[config.mk]
export PLATFORM = sky130hd
export DESIGN_NAME = lfw_receiver
export DESIGN_NICKNAME = d
export VERILOG_FILES = /design/src/logic/lfw_pkg.sv /design/src/logic/lfw_ctrl_if.sv /design/src/logic/lfw_sample_sched.sv /design/src/logic/lfw_carrier_qual.sv /design/src/logic/lfw_receiver.sv
export VERILOG_INCLUDE_DIRS = /design/src /design/src/logic
export SDC_FILE = /design/constraint.sdc
export NUM_CORES = 1
export LEC_CHECK = 0
export BUFFER_PORTS_ARGS = -buffer_cell sky130_fd_sc_hd__buf_2
export CAP_MARGIN = 15
export CORE_UTILIZATION = 35
export DETAILED_ROUTE_END_ITERATION = 16
export PLACE_DENSITY_LB_ADDON = 0.2
export RECOVER_POWER = 100
export SETUP_SLACK_MARGIN = 0.15
export SLEW_MARGIN = 30
export SYNTH_ARGS = -nofsm -noshare
export SYNTH_HDL_FRONTEND = slang
export SYNTH_HIERARCHICAL = 1
export SYNTH_SLANG_ARGS = --single-unit
[constraint.sdc]
create_clock -name hclk -period 4.1 [get_ports hclk]
set_clock_uncertainty 0.15 [all_clocks]
set_input_delay 0.41 -clock hclk [delete_from_list [all_inputs] [get_ports hclk]]
set_output_delay 0.41 -clock hclk [all_outputs]
set_load 0.02 [all_outputs]
[src/logic/lfw_consts.svh]
/*
  constants of the lf receiver control block.
  assumes a 100 MHz hclk and a 1 ms low-frequency timebase tick.
*/
// Summary of operation
// carrier ack one clears carrier flag
// code b match sets bit 3
// code a match sets bit 2
// validity zero while detector off
// validity set on coding violation (code sets it only while a code a or b match flag is set)
// ignore bit holds detector low
// mode 0:1 selects carrier mode
// carrier time 88 or 176 us
// sample time 200 or 2120 us
// rate field sets sample interval
// carrier detect raises interrupt
// lockout one or two periods
// detector powered only when enabled
// software configures before enable
// level one is lower sensitivity
// software monitors carrier flag
// wake codes are plain storage
// received data is read only
// software acks data flags at init
// carrier flag after minimum time
// data ack clears data, validity, matches
// flags sticky, irq while enabled
`ifndef LFW_CONSTS_SVH
`define LFW_CONSTS_SVH
// register byte offsets
`define LFW_OFS_MODE    8'h00
`define LFW_OFS_CS0     8'h04
`define LFW_OFS_CS1     8'h08
`define LFW_OFS_CODE_A0 8'h0C
`define LFW_OFS_CODE_A1 8'h10
`define LFW_OFS_CODE_B0 8'h14
`define LFW_OFS_CODE_B1 8'h18
`define LFW_OFS_RXDATA  8'h1C
// mode register fields
`define LFW_MODE_HI   7
`define LFW_MODE_LO   6
`define LFW_CT_BIT    5
`define LFW_ON_BIT    4
`define LFW_RATE_HI   3
// control/status 0 fields
`define LFW_DO_BIT    7
`define LFW_IE_BIT    6
`define LFW_OFF_BIT   5
`define LFW_RST_BIT   4
`define LFW_EN_BIT    3
`define LFW_WU8_BIT   2
`define LFW_LVL_BIT   1
`define LFW_AGC_BIT   0
// control/status 1 fields
`define LFW_DF_BIT    7
`define LFW_DFAK_BIT  6
`define LFW_CF_BIT    5
`define LFW_CFAK_BIT  4
`define LFW_BF_BIT    3
`define LFW_AF_BIT    2
`define LFW_MD_BIT    1
`define LFW_IG_BIT    0
// reset values
`define LFW_RST_MODE  8'h00
`define LFW_RST_CS0   8'h00
// timing
`define LFW_CLK_MHZ       100
`define LFW_TICK_US       1000
`define LFW_CD_SHORT_US   88
`define LFW_CD_LONG_US    176
`define LFW_ON_SHORT_US   200
`define LFW_ON_LONG_US    2120
`define LFW_TICK_CYC      (`LFW_TICK_US * `LFW_CLK_MHZ)
`define LFW_CD_SHORT_CYC  (`LFW_CD_SHORT_US * `LFW_CLK_MHZ)
`define LFW_CD_LONG_CYC   (`LFW_CD_LONG_US * `LFW_CLK_MHZ)
`define LFW_ON_SHORT_CYC  (`LFW_ON_SHORT_US * `LFW_CLK_MHZ)
`define LFW_ON_LONG_CYC   (`LFW_ON_LONG_US * `LFW_CLK_MHZ)
`endif

[src/logic/lfw_pkg.sv]
/*
  types of the lf receiver control block.
  assumes nothing beyond a SystemVerilog compiler.
*/
package lfw_pkg;
  // receiver mode field encoding
  typedef enum logic [1:0] {
    LFW_MODE_DIRECT  = 2'h0,
    LFW_MODE_CARRIER = 2'h1,
    LFW_MODE_MANCH   = 2'h2,
    LFW_MODE_RSVD    = 2'h3
  } lfw_mode_e;
  // sample scheduler states, one-hot
  typedef enum logic [2:0] {
    LFW_ST_IDLE   = 3'b001,
    LFW_ST_SAMPLE = 3'b010,
    LFW_ST_WAIT   = 3'b100
  } lfw_state_e;
endpackage

[src/logic/lfw_ctrl_if.sv]
/*
  interface between the register block and its scheduler and carrier qualifier.
  assumes all three run on hclk.
*/
`timescale 1ns/100ps
interface lfw_ctrl_if;
  logic       detector_enable;     // module on
  logic       carrier_mode;        // carrier mode
  logic       carrier_time_select; // long carrier
  logic       sample_time_select;  // long sample
  logic [3:0] sample_rate_field;   // log2 interval
  logic       lockout_length;      // double lockout
  logic       ignore_detector;     // decoder sees low
  logic       sample_active;       // sampling
  logic       sample_start;        // sample start pulse
  logic       det_sync;            // synced level
  logic       det_masked;          // decoder view
  logic       carrier_hit;         // carrier pulse
  modport regs  (output detector_enable, carrier_mode, carrier_time_select, sample_time_select,
                 sample_rate_field, lockout_length, ignore_detector,
                 input sample_active, sample_start, det_sync, det_masked, carrier_hit);
  modport sched (input detector_enable, sample_time_select, sample_rate_field, lockout_length,
                 output sample_active, sample_start);
  modport qual  (input detector_enable, carrier_mode, carrier_time_select, ignore_detector,
                 sample_active, output det_sync, det_masked, carrier_hit);
endinterface // lfw_ctrl_if

[src/logic/lfw_sample_sched.sv]
/*
  sample scheduler: opens a sample time once per sample interval.
  assumes hclk at 100 MHz and configuration written before enable.
*/
`timescale 1ns/100ps
`include "lfw_consts.svh"
module lfw_sample_sched #(
  parameter int TICK_CYC     = `LFW_TICK_CYC,
  parameter int ON_SHORT_CYC = `LFW_ON_SHORT_CYC,
  parameter int ON_LONG_CYC  = `LFW_ON_LONG_CYC
) (
  input wire logic  hclk,
  input wire logic  hresetn,
  lfw_ctrl_if.sched cif
);
  import lfw_pkg::*;
  if (TICK_CYC < 1 || ON_SHORT_CYC < 1 || ON_LONG_CYC < ON_SHORT_CYC) begin : g_chk
    $error("lfw_sample_sched: bad timing parameters");
  end

  lfw_state_e  state_ff;    // scheduler state
  logic [31:0] tick_cnt_ff; // cycles within a timebase tick
  logic [31:0] win_cnt_ff;  // cycles within sample time
  logic [31:0] per_cnt_ff;  // ticks within interval
  logic        tick;        // one timebase tick
  logic [31:0] win_len;     // sample time in cycles
  logic [31:0] per_len;     // interval in ticks

  assign tick = (tick_cnt_ff == 32'(TICK_CYC - 1));
  // sample time length
  assign win_len = cif.sample_time_select ? 32'(ON_LONG_CYC) : 32'(ON_SHORT_CYC);
  // interval in ticks
  assign per_len = (32'h1 << cif.sample_rate_field) << cif.lockout_length;

  ////////////////////////////////////////////////////////////////
  // timebase tick counter, phased to the first sample start
  always_ff @(posedge hclk or negedge hresetn) begin
    if (!hresetn) begin
      tick_cnt_ff <= 32'h0;
    end else if (tick || !cif.detector_enable || state_ff == LFW_ST_IDLE) begin
      tick_cnt_ff <= 32'h0;
    end else begin
      tick_cnt_ff <= tick_cnt_ff + 32'h1;
    end
  end

  ////////////////////////////////////////////////////////////////
  // sample, then wait out the interval
  always_ff @(posedge hclk or negedge hresetn) begin
    if (!hresetn) begin
      state_ff   <= LFW_ST_IDLE;
      win_cnt_ff <= 32'h0;
      per_cnt_ff <= 32'h0;
    end else if (!cif.detector_enable) begin
      // no sampling while disabled
      state_ff <= LFW_ST_IDLE;
    end else begin
      case (state_ff)
        LFW_ST_IDLE: begin
          state_ff   <= LFW_ST_SAMPLE;
          win_cnt_ff <= 32'h0;
          per_cnt_ff <= 32'h0;
        end
        LFW_ST_SAMPLE: begin
          win_cnt_ff <= win_cnt_ff + 32'h1;
          if (tick) begin
            per_cnt_ff <= per_cnt_ff + 32'h1;
          end
          if (win_cnt_ff >= win_len - 32'h1) begin
            state_ff <= LFW_ST_WAIT;
          end
        end
        LFW_ST_WAIT: begin
          if (tick) begin
            if (per_cnt_ff >= per_len - 32'h1) begin
              state_ff   <= LFW_ST_SAMPLE;
              win_cnt_ff <= 32'h0;
              per_cnt_ff <= 32'h0;
            end else begin
              per_cnt_ff <= per_cnt_ff + 32'h1;
            end
          end
        end
        default: begin
          state_ff <= LFW_ST_IDLE;
        end
      endcase
    end
  end

  assign cif.sample_active = (state_ff == LFW_ST_SAMPLE);
  assign cif.sample_start  = (state_ff == LFW_ST_SAMPLE) && (win_cnt_ff == 32'h0);
endmodule // lfw_sample_sched

[src/logic/lfw_carrier_qual.sv]
/*
  carrier qualifier: syncs the pin, times carrier.
  assumes the detector level is asynchronous to hclk.
*/
`timescale 1ns/100ps
`include "lfw_consts.svh"
module lfw_carrier_qual #(
  parameter int CD_SHORT_CYC = `LFW_CD_SHORT_CYC,
  parameter int CD_LONG_CYC  = `LFW_CD_LONG_CYC
) (
  input wire logic hclk,
  input wire logic hresetn,
  input wire logic det_pin,
  lfw_ctrl_if.qual cif
);
  import lfw_pkg::*;
  if (CD_SHORT_CYC < 1 || CD_LONG_CYC < CD_SHORT_CYC) begin : g_chk
    $error("lfw_carrier_qual: bad carrier time parameters");
  end

  logic        sync1_ff; // first synchroniser stage
  logic        sync2_ff; // second synchroniser stage
  logic [31:0] run_ff;   // cycles of continuous carrier
  logic        done_ff;  // carrier already reported this sample
  logic [31:0] min_len;  // minimum carrier in cycles

  ////////////////////////////////////////////////////////////////
  // two-stage synchroniser
  always_ff @(posedge hclk or negedge hresetn) begin
    if (!hresetn) begin
      sync1_ff <= 1'b0;
      sync2_ff <= 1'b0;
    end else begin
      sync1_ff <= det_pin;
      sync2_ff <= sync1_ff;
    end
  end

  assign cif.det_sync = sync2_ff;
  // ignore bit forces the decoder view low
  assign cif.det_masked = sync2_ff && !cif.ignore_detector && cif.sample_active;
  // minimum carrier length
  assign min_len = cif.carrier_time_select ? 32'(CD_LONG_CYC) : 32'(CD_SHORT_CYC);

  ////////////////////////////////////////////////////////////////
  // carrier run-length timer
  always_ff @(posedge hclk or negedge hresetn) begin
    if (!hresetn) begin
      run_ff  <= 32'h0;
      done_ff <= 1'b0;
    end else if (!cif.det_masked || !cif.carrier_mode) begin
      run_ff  <= 32'h0;
      done_ff <= !cif.sample_active ? 1'b0 : done_ff;
    end else if (!done_ff) begin
      run_ff  <= run_ff + 32'h1;
      done_ff <= (run_ff >= min_len - 32'h1);
    end
  end

  // pulse past minimum carrier
  assign cif.carrier_hit = cif.det_masked && cif.carrier_mode && !done_ff &&
                           (run_ff >= min_len - 32'h1);
endmodule // lfw_carrier_qual

[src/logic/lfw_receiver.sv]
/*
  lf wake-up receiver control and status registers with an AHB-Lite slave.
  assumes a single-master AHB-Lite bus on hclk, word transfers only,
  and decoder events that are single-cycle pulses on hclk.
*/
// Added by the designer: register access over AHB-Lite and the register addresses.
`timescale 1ns/100ps
`include "lfw_consts.svh"
module lfw_receiver #(
  parameter int TICK_CYC     = `LFW_TICK_CYC,
  parameter int ON_SHORT_CYC = `LFW_ON_SHORT_CYC,
  parameter int ON_LONG_CYC  = `LFW_ON_LONG_CYC,
  parameter int CD_SHORT_CYC = `LFW_CD_SHORT_CYC,
  parameter int CD_LONG_CYC  = `LFW_CD_LONG_CYC
) (
  input  wire logic              hclk,
  input  wire logic              hresetn,
  input  wire logic              hsel,
  input  wire logic [31:0]       haddr,
  input  wire logic [1:0]        htrans,
  input  wire logic              hwrite,
  input  wire logic [2:0]        hsize,
  input  wire logic [31:0]       hwdata,
  input  wire logic              hready,
  output logic [31:0]            hrdata,
  output logic                   hreadyout,
  output logic                   hresp,
  input  wire logic              det_pin,
  input  wire logic              code_a_hit,
  input  wire logic              code_b_hit,
  input  wire logic              data_accept,
  input  wire logic [7:0]        rx_byte,
  input  wire logic              code_violation,
  output logic                   det_power_en,
  output logic                   decoder_in,
  output logic                   detector_level,
  output lfw_pkg::lfw_mode_e     receiver_mode,
  output logic                   irq
);
  import lfw_pkg::*;

  lfw_ctrl_if cif ();

  lfw_sample_sched #(
    .TICK_CYC     (TICK_CYC),
    .ON_SHORT_CYC (ON_SHORT_CYC),
    .ON_LONG_CYC  (ON_LONG_CYC)
  ) u_sched (
    .hclk    (hclk),
    .hresetn (hresetn),
    .cif     (cif.sched)
  );

  lfw_carrier_qual #(
    .CD_SHORT_CYC (CD_SHORT_CYC),
    .CD_LONG_CYC  (CD_LONG_CYC)
  ) u_qual (
    .hclk    (hclk),
    .hresetn (hresetn),
    .det_pin (det_pin),
    .cif     (cif.qual)
  );

  ////////////////////////////////////////////////////////////////
  // register state
  logic [7:0]  mode_ff;        // mode control
  logic [7:0]  cs0_ff;         // control/status 0
  logic        ignore_ff;      // ignore bit

  logic        carrier_ff;     // carrier flag
  logic        data_ready_ff;  // data ready flag
  logic        code_a_ff;      // code a match flag
  logic        code_b_ff;      // code b match flag

  logic        validity_ff;    // manchester validity
  logic        lockout_ff;     // lockout status

  logic [7:0]  rxdata_ff;      // received data
  logic [7:0]  code_mem [4];   // wake codes

  logic [7:0]  agc_level;      // gain readback stand-in

  // bus pipeline
  logic        wr_pend_ff;     // write pending
  logic        rd_pend_ff;     // read pending
  logic [7:0]  addr_ff;        // offset
  logic [31:0] hrdata_ff;      // read data

  logic        hreadyout_ff;   // ready
  logic        irq_ff;         // irq

  logic        power_ff;       // power
  logic        dec_ff;         // decoder view

  logic        addr_ok;        // address taken
  logic        wr_now;         // write commit

  logic [7:0]  wb;             // write byte

  assign addr_ok   = hsel && hready && htrans[1];
  assign wr_now    = wr_pend_ff;
  assign wb        = hwdata[7:0];
  assign agc_level = 8'h00;

  // checks whether an offset names a wake code register
  function automatic logic is_code(input logic [7:0] a);
    is_code = (a == `LFW_OFS_CODE_A0) || (a == `LFW_OFS_CODE_A1) ||
              (a == `LFW_OFS_CODE_B0) || (a == `LFW_OFS_CODE_B1);
  endfunction

  // index into the wake code storage
  function automatic logic [1:0] code_idx(input logic [7:0] a);
    code_idx = 2'(((a - `LFW_OFS_CODE_A0) >> 2));
  endfunction

  ////////////////////////////////////////////////////////////////
  // address phase capture
  always_ff @(posedge hclk or negedge hresetn) begin
    if (!hresetn) begin
      wr_pend_ff <= 1'b0;
      rd_pend_ff <= 1'b0;
      addr_ff    <= 8'h00;
    end else begin
      wr_pend_ff <= addr_ok && hwrite;
      rd_pend_ff <= addr_ok && !hwrite;
      if (addr_ok) begin
        addr_ff <= haddr[7:0];
      end
    end
  end

  ////////////////////////////////////////////////////////////////
  // ready: one wait cycle for reads, none for writes
  always_ff @(posedge hclk or negedge hresetn) begin
    if (!hresetn) begin
      hreadyout_ff <= 1'b1;
    end else begin
      hreadyout_ff <= !(addr_ok && !hwrite);
    end
  end

  ////////////////////////////////////////////////////////////////
  // mode and control registers
  always_ff @(posedge hclk or negedge hresetn) begin
    if (!hresetn) begin
      mode_ff   <= `LFW_RST_MODE;
      cs0_ff    <= `LFW_RST_CS0;
      ignore_ff <= 1'b0;
    end else if (wr_now) begin
      // mode field and R15: level are plain control bits
      if (addr_ff == `LFW_OFS_MODE) begin
        mode_ff <= wb;
      end
      if (addr_ff == `LFW_OFS_CS0) begin
        cs0_ff <= wb;
      end
      if (addr_ff == `LFW_OFS_CS1) begin
        ignore_ff <= wb[`LFW_IG_BIT];
      end
    end
  end

  ////////////////////////////////////////////////////////////////
  // wake code storage, plain memory in every mode
  always_ff @(posedge hclk) begin
    // read and write as general storage
    if (wr_now && is_code(addr_ff)) begin
      code_mem[code_idx(addr_ff)] <= wb;
    end
  end

  ////////////////////////////////////////////////////////////////
  // received data, loaded only by the decoder
  always_ff @(posedge hclk or negedge hresetn) begin
    if (!hresetn) begin
      rxdata_ff <= 8'h00;
    end else if (data_accept) begin
      // bus writes never reach this register
      rxdata_ff <= rx_byte;
    end
  end

  logic ack_cf; // carrier ack written
  logic ack_df; // data ack written
  assign ack_cf = wr_now && (addr_ff == `LFW_OFS_CS1) && wb[`LFW_CFAK_BIT];
  assign ack_df = wr_now && (addr_ff == `LFW_OFS_CS1) && wb[`LFW_DFAK_BIT];

  ////////////////////////////////////////////////////////////////
  // carrier flag, set wins over ack
  always_ff @(posedge hclk or negedge hresetn) begin
    if (!hresetn) begin
      carrier_ff <= 1'b0;
    end else if (cif.carrier_hit && cif.detector_enable) begin
      // qualified carrier sets the flag
      carrier_ff <= 1'b1;
    end else if (ack_cf) begin
      // write one clears, zero leaves it; R22: sticky until then
      carrier_ff <= 1'b0;
    end
  end

  ////////////////////////////////////////////////////////////////
  // data and match flags, set wins over ack
  always_ff @(posedge hclk or negedge hresetn) begin
    if (!hresetn) begin
      data_ready_ff <= 1'b0;
      code_a_ff     <= 1'b0;
      code_b_ff     <= 1'b0;
    end else begin
      // data ack clears data and match flags
      data_ready_ff <= data_accept || (data_ready_ff && !ack_df);
      // code a match
      code_a_ff     <= code_a_hit || (code_a_ff && !ack_df);
      // code b match
      code_b_ff     <= code_b_hit || (code_b_ff && !ack_df);
    end
  end

  ////////////////////////////////////////////////////////////////
  // manchester validity and lockout status
  always_ff @(posedge hclk or negedge hresetn) begin
    if (!hresetn) begin
      validity_ff <= 1'b0;
      lockout_ff  <= 1'b0;
    end else if (!cif.detector_enable) begin
      // forced low while the detector is off
      validity_ff <= 1'b0;
      lockout_ff  <= 1'b0;
    end else begin
      // violation after a match ends the frame; R21: ack clears
      validity_ff <= (code_violation && (code_a_ff || code_b_ff)) ||
                     (validity_ff && !ack_df);
      // lockout runs from violation to next sample start
      lockout_ff  <= code_violation || (lockout_ff && !cif.sample_start);
    end
  end

  ////////////////////////////////////////////////////////////////
  // read data, taken in the wait cycle
  always_ff @(posedge hclk or negedge hresetn) begin
    if (!hresetn) begin
      hrdata_ff <= 32'h0;
    end else if (rd_pend_ff) begin
      case (addr_ff)
        `LFW_OFS_MODE: begin
          hrdata_ff <= {24'h0, mode_ff};
        end
        `LFW_OFS_CS0: begin
          hrdata_ff <= {24'h0, cif.det_sync, cs0_ff[`LFW_IE_BIT], lockout_ff, cs0_ff[4:0]};
        end
        `LFW_OFS_CS1: begin
          hrdata_ff <= {24'h0, data_ready_ff, 1'b0, carrier_ff, 1'b0,
                        code_b_ff, code_a_ff, validity_ff, ignore_ff};
        end
        `LFW_OFS_CODE_A0, `LFW_OFS_CODE_A1, `LFW_OFS_CODE_B0, `LFW_OFS_CODE_B1: begin
          hrdata_ff <= {24'h0, code_mem[code_idx(addr_ff)]};
        end
        `LFW_OFS_RXDATA: begin
          hrdata_ff <= {24'h0, cs0_ff[`LFW_AGC_BIT] ? rxdata_ff : agc_level};
        end
        default: begin
          hrdata_ff <= 32'h0;
        end
      endcase
    end
  end

  ////////////////////////////////////////////////////////////////
  // configuration to scheduler and qualifier
  assign cif.detector_enable     = cs0_ff[`LFW_EN_BIT];
  // carrier mode when the mode field is 0:1
  assign cif.carrier_mode        = (mode_ff[`LFW_MODE_HI:`LFW_MODE_LO] == LFW_MODE_CARRIER);
  assign cif.carrier_time_select = mode_ff[`LFW_CT_BIT];
  assign cif.sample_time_select  = mode_ff[`LFW_ON_BIT];
  assign cif.sample_rate_field   = mode_ff[`LFW_RATE_HI:0];
  assign cif.lockout_length      = cs0_ff[`LFW_RST_BIT];
  assign cif.ignore_detector     = ignore_ff;

  ////////////////////////////////////////////////////////////////
  // registered pin outputs
  always_ff @(posedge hclk or negedge hresetn) begin
    if (!hresetn) begin
      power_ff <= 1'b0;
      dec_ff   <= 1'b0;
      irq_ff   <= 1'b0;
    end else begin
      // powered only when enabled and sampling
      power_ff <= cif.detector_enable && cif.sample_active;
      // decoder sees the masked level
      dec_ff   <= cif.det_masked;
      // carrier interrupt; R22: carrier, data or match flag holds it while enabled
      irq_ff   <= cs0_ff[`LFW_IE_BIT] &&
                  (carrier_ff || data_ready_ff || code_a_ff || code_b_ff);
    end
  end

  assign hrdata         = hrdata_ff;
  assign hreadyout      = hreadyout_ff;
  assign hresp          = 1'b0;
  assign det_power_en   = power_ff;
  assign decoder_in     = dec_ff;
  // one selects lower sensitivity
  assign detector_level = cs0_ff[`LFW_LVL_BIT];
  assign receiver_mode  = lfw_mode_e'(mode_ff[`LFW_MODE_HI:`LFW_MODE_LO]);
  assign irq            = irq_ff;
endmodule // lfw_receiver

==> out/metrics.cfg <==
[status]
outcome = complete, but fails checks
violations = capacitance limit, slew limit

[yosys]
synthTopCellsByArea = dfrtp_1 (38%), edfxtp_1 (7.9%), ha_1 (5.8%)
synthArstFlopShare_pct = 85.3
synth_top_area_share_pct = 37.7
yosysWarningCount = 6
synth_edf_count = 32
ys.flop_type = dfrtp_1
synthCells = 1252
ys_ff_latch = 217
syn_area_sq_um = 12200
synth_top_area_cell = dfrtp_1
synth.distinct_cells = 63
postSynthAreaPerCell_sq_um = 9.71
yosysSeqAreaShare_pct = 46.0

[sta]
setup_tns_ps = 0
fin_crit_sh_pct = 95.8
setup_viol = 0
fmax_mhz = 255
tightest_slew_ps = 3050
whs_ps = 69.0
post-route-min-period_ps = 3930
finalMaxSlewViolations = 81
slew_headroom_pct = -103
rsz0062_at_grt = yes
finalHoldViolations = 0
worst_slack_ps = 173

[clock_network]
worstSkewPairLatency_ps = 550
cts-root-buf = clkbuf_16
clock_path_buffers = 3
cts-buffers-inserted = 27
cts_tree = built
clkSlewWorstSetupHoldPaths_ps = 60
htreeDepth = 1
cts_num_sinks = 217

[power_and_ir_drop]
ir_worst_vdd_uv = 332
power_density_nw_per_um2 = 403
leakagePower_uw = 0.00594

[placement]
place_congestion = 0.793
placed_cell_area_sq_um = 12900
dp.final_hpwl_microns = 18900
dp_slack_ps = 23.0
placedCellCount = 1725
port_buffers = 49

[drt]
finalWirelength_microns = 28400
first_iter_violations = 598
drc = 0
final_antenna_net_count = 0
wl_per_cell_microns = 15.7
viasPerCell = 5.21
first_pass_iters = 10
num_vias = 9450

[run]
maxCapViolCount = 2

[grt]
antenna_found_initial = 0
grt_max_degree = 112
overflow = 0
grt_pass1_wl_microns = 47300
grt_pass1_vias = 9190
track_usage_pct = 16.2

[worst_setup_path]
worst_path_max_delay_cell = or4_1
critPathTopFamily = compound AO/OA/AOI/OAI gates
r2r_slack_ps = 170
criticalPathCategory = reg -> reg
startpoint_type = flip-flop
worstPathCellList = nor3_2 > buf_4 > nand2_1 > ha_4 > buf_4 > buf_4 > nor3_1 > o21ai_0 > nand2_1 > a22oi_1 > ha_2 > a211oi_1 > nor2_1 > o311ai_2 > a31oi_2 > buf_4 > o21a_4 > or4_1 > o21ai_1
r2r_cells = 19
cpMostUsedCell = buf_4
cp.arrival_ps = 4250
reg2reg_to = u_sched/per_cnt_ff[18]$_DFFE_PN0P_
critPathMaxFanout = 7
critPathBufInv = 4
critPathRequiredTime_ps = 4420
r2r_start = mode_ff[2]$_DFFE_PN0P_
end_kind = flip-flop
max_stage_delay_ps = 460

[final_layout]
final_cell_mix = dfrtp_1 (183), nor2_1 (124), nand2_1 (99)
antenna_cells = 0
layout_commonest_cell = dfrtp_1
drive_gt1_share_pct = 13.3
nNetsFinal = 1487
area_growth_syn_to_layout_pct = 17.0
layout.cells.non_filler = 1813
fin_area_sq_um = 14200

[worst_hold_path]
hp-class = in -> reg
holdPathStages = 2
min_from = data_accept
min_to = data_ready_ff$_DFF_PN0_

[die]
dieArea_sq_um = 35500
core.rowCount = 67
io_pins = 127
fp.coreArea_sq_um = 33900
initial_core_util_pct = 35.9
die_y_microns = 188
dieWidth_microns = 188

## area by class of cell
cell class | instances | area (sq um)
sequential | 217 | 5590
clock inverter | 15 | 173
tap | 448 | 561
timing repair buffer | 115 | 822
multi-input combinational | 941 | 6190
clock buffer | 35 | 736
inverter | 42 | 158
fill | 3323 | 19600
## stage by stage
step	utilization [%]	power, uW
2_1_floorplan	-	3010
5_1_grt	42.0	6040
3_5_place_dp	38.1	3320
4_1_cts	41.7	5800
6_report	42.0	5740
3_3_place_gp	38.1	3310
## worst max-delay path by stage
stage | startpoint | to | depth (start not counted)
after floorplan | cs0_ff[4]$_DFFE_PN0P_ | u_sched/per_cnt_ff[12]$_DFFE_PN0P_ | 16
after global placement | mode_ff[1]$_DFFE_PN0P_ | u_sched/per_cnt_ff[18]$_DFFE_PN0P_ | 17
after detailed placement | mode_ff[1]$_DFFE_PN0P_ | u_sched/per_cnt_ff[18]$_DFFE_PN0P_ | 17
after CTS | mode_ff[1]$_DFFE_PN0P_ | u_sched/per_cnt_ff[18]$_DFFE_PN0P_ | 17
after global routing | mode_ff[2]$_DFFE_PN0P_ | u_sched/per_cnt_ff[10]$_DFFE_PN0P_ | 20
final | mode_ff[2]$_DFFE_PN0P_ | u_sched/per_cnt_ff[18]$_DFFE_PN0P_ | 19
## Yosys cell counts, types with 18 or more instances
master	instances
inv_1	42
nor4_1	19
mux2_2	31
nand3_1	61
o31ai_1	19
nand4_1	41
and2_1	18
ha_1	56
nor2_1	124
buf_4	27
edfxtp_1	32
nor3_1	25
clkbuf_1	41
a21oi_1	60
o21ai_0	75
dfrtp_1	183
nand2_1	100
xor2_1	41
## metal layers
layer / wire, microns / part of all wire [%] / vias up / GRT usage [%]
met1: 14300 / 50 / 4594 / 23.3
met3: 1020 / 3.6 / 28 / 2.46
met4: 479 / 1.7 / 0 / 3.69
met2: 12600 / 44 / 139 / 25.5
met5: 0 / 0 / - / 0
li1: - / - / 4689 / -
## state kept, by name (all words and copies together), names as in the netlist, 3 cells and up
| register | flops |
|---|---|
| addr_ff | 8 |
| u_sched/win_cnt_ff | 32 |
| u_sched/per_cnt_ff | 32 |
| u_sched/state_ff | 3 |
| rxdata_ff | 8 |
| cs0_ff | 6 |
| hrdata | 8 |
| code_mem | 32 |
| mode_ff | 8 |
| u_qual/run_ff | 32 |
| u_sched/tick_cnt_ff | 32 |
## power breakdown
part	internal, uW	leakage [uW]	switching (uW)
Sequential	2270	0.00276	87.3
Clock	1460	0.000447	964
Combinational	367	0.00272	595
## what timing repair did
action | in CTS | in global routing
hold endpoints to repair | 167 | 0
pin swaps | 0 | 13
setup endpoints to repair | 42 | 60
resized for setup | 2 | 32
cloned | 0 | 1
setup buffers | 0 | 6
hold buffers | 30 | 0
## cell families (layout without fill, tap and decap cells)
family	count (synthesis)	count (layout)	share of synthesized area, %
AOI/OAI and AO/OA	241	241	12.5
xor gates and xnor gates	56	56	4.03
adders and majority gates	56	56	5.76
buffers and inverters	125	207	4.93
DFF	217	217	46.0
muxes	45	45	4.85
other	2	33	0.0618
and+or+nand+nor	510	510	21.9
(Power assumes the default switching activity.)
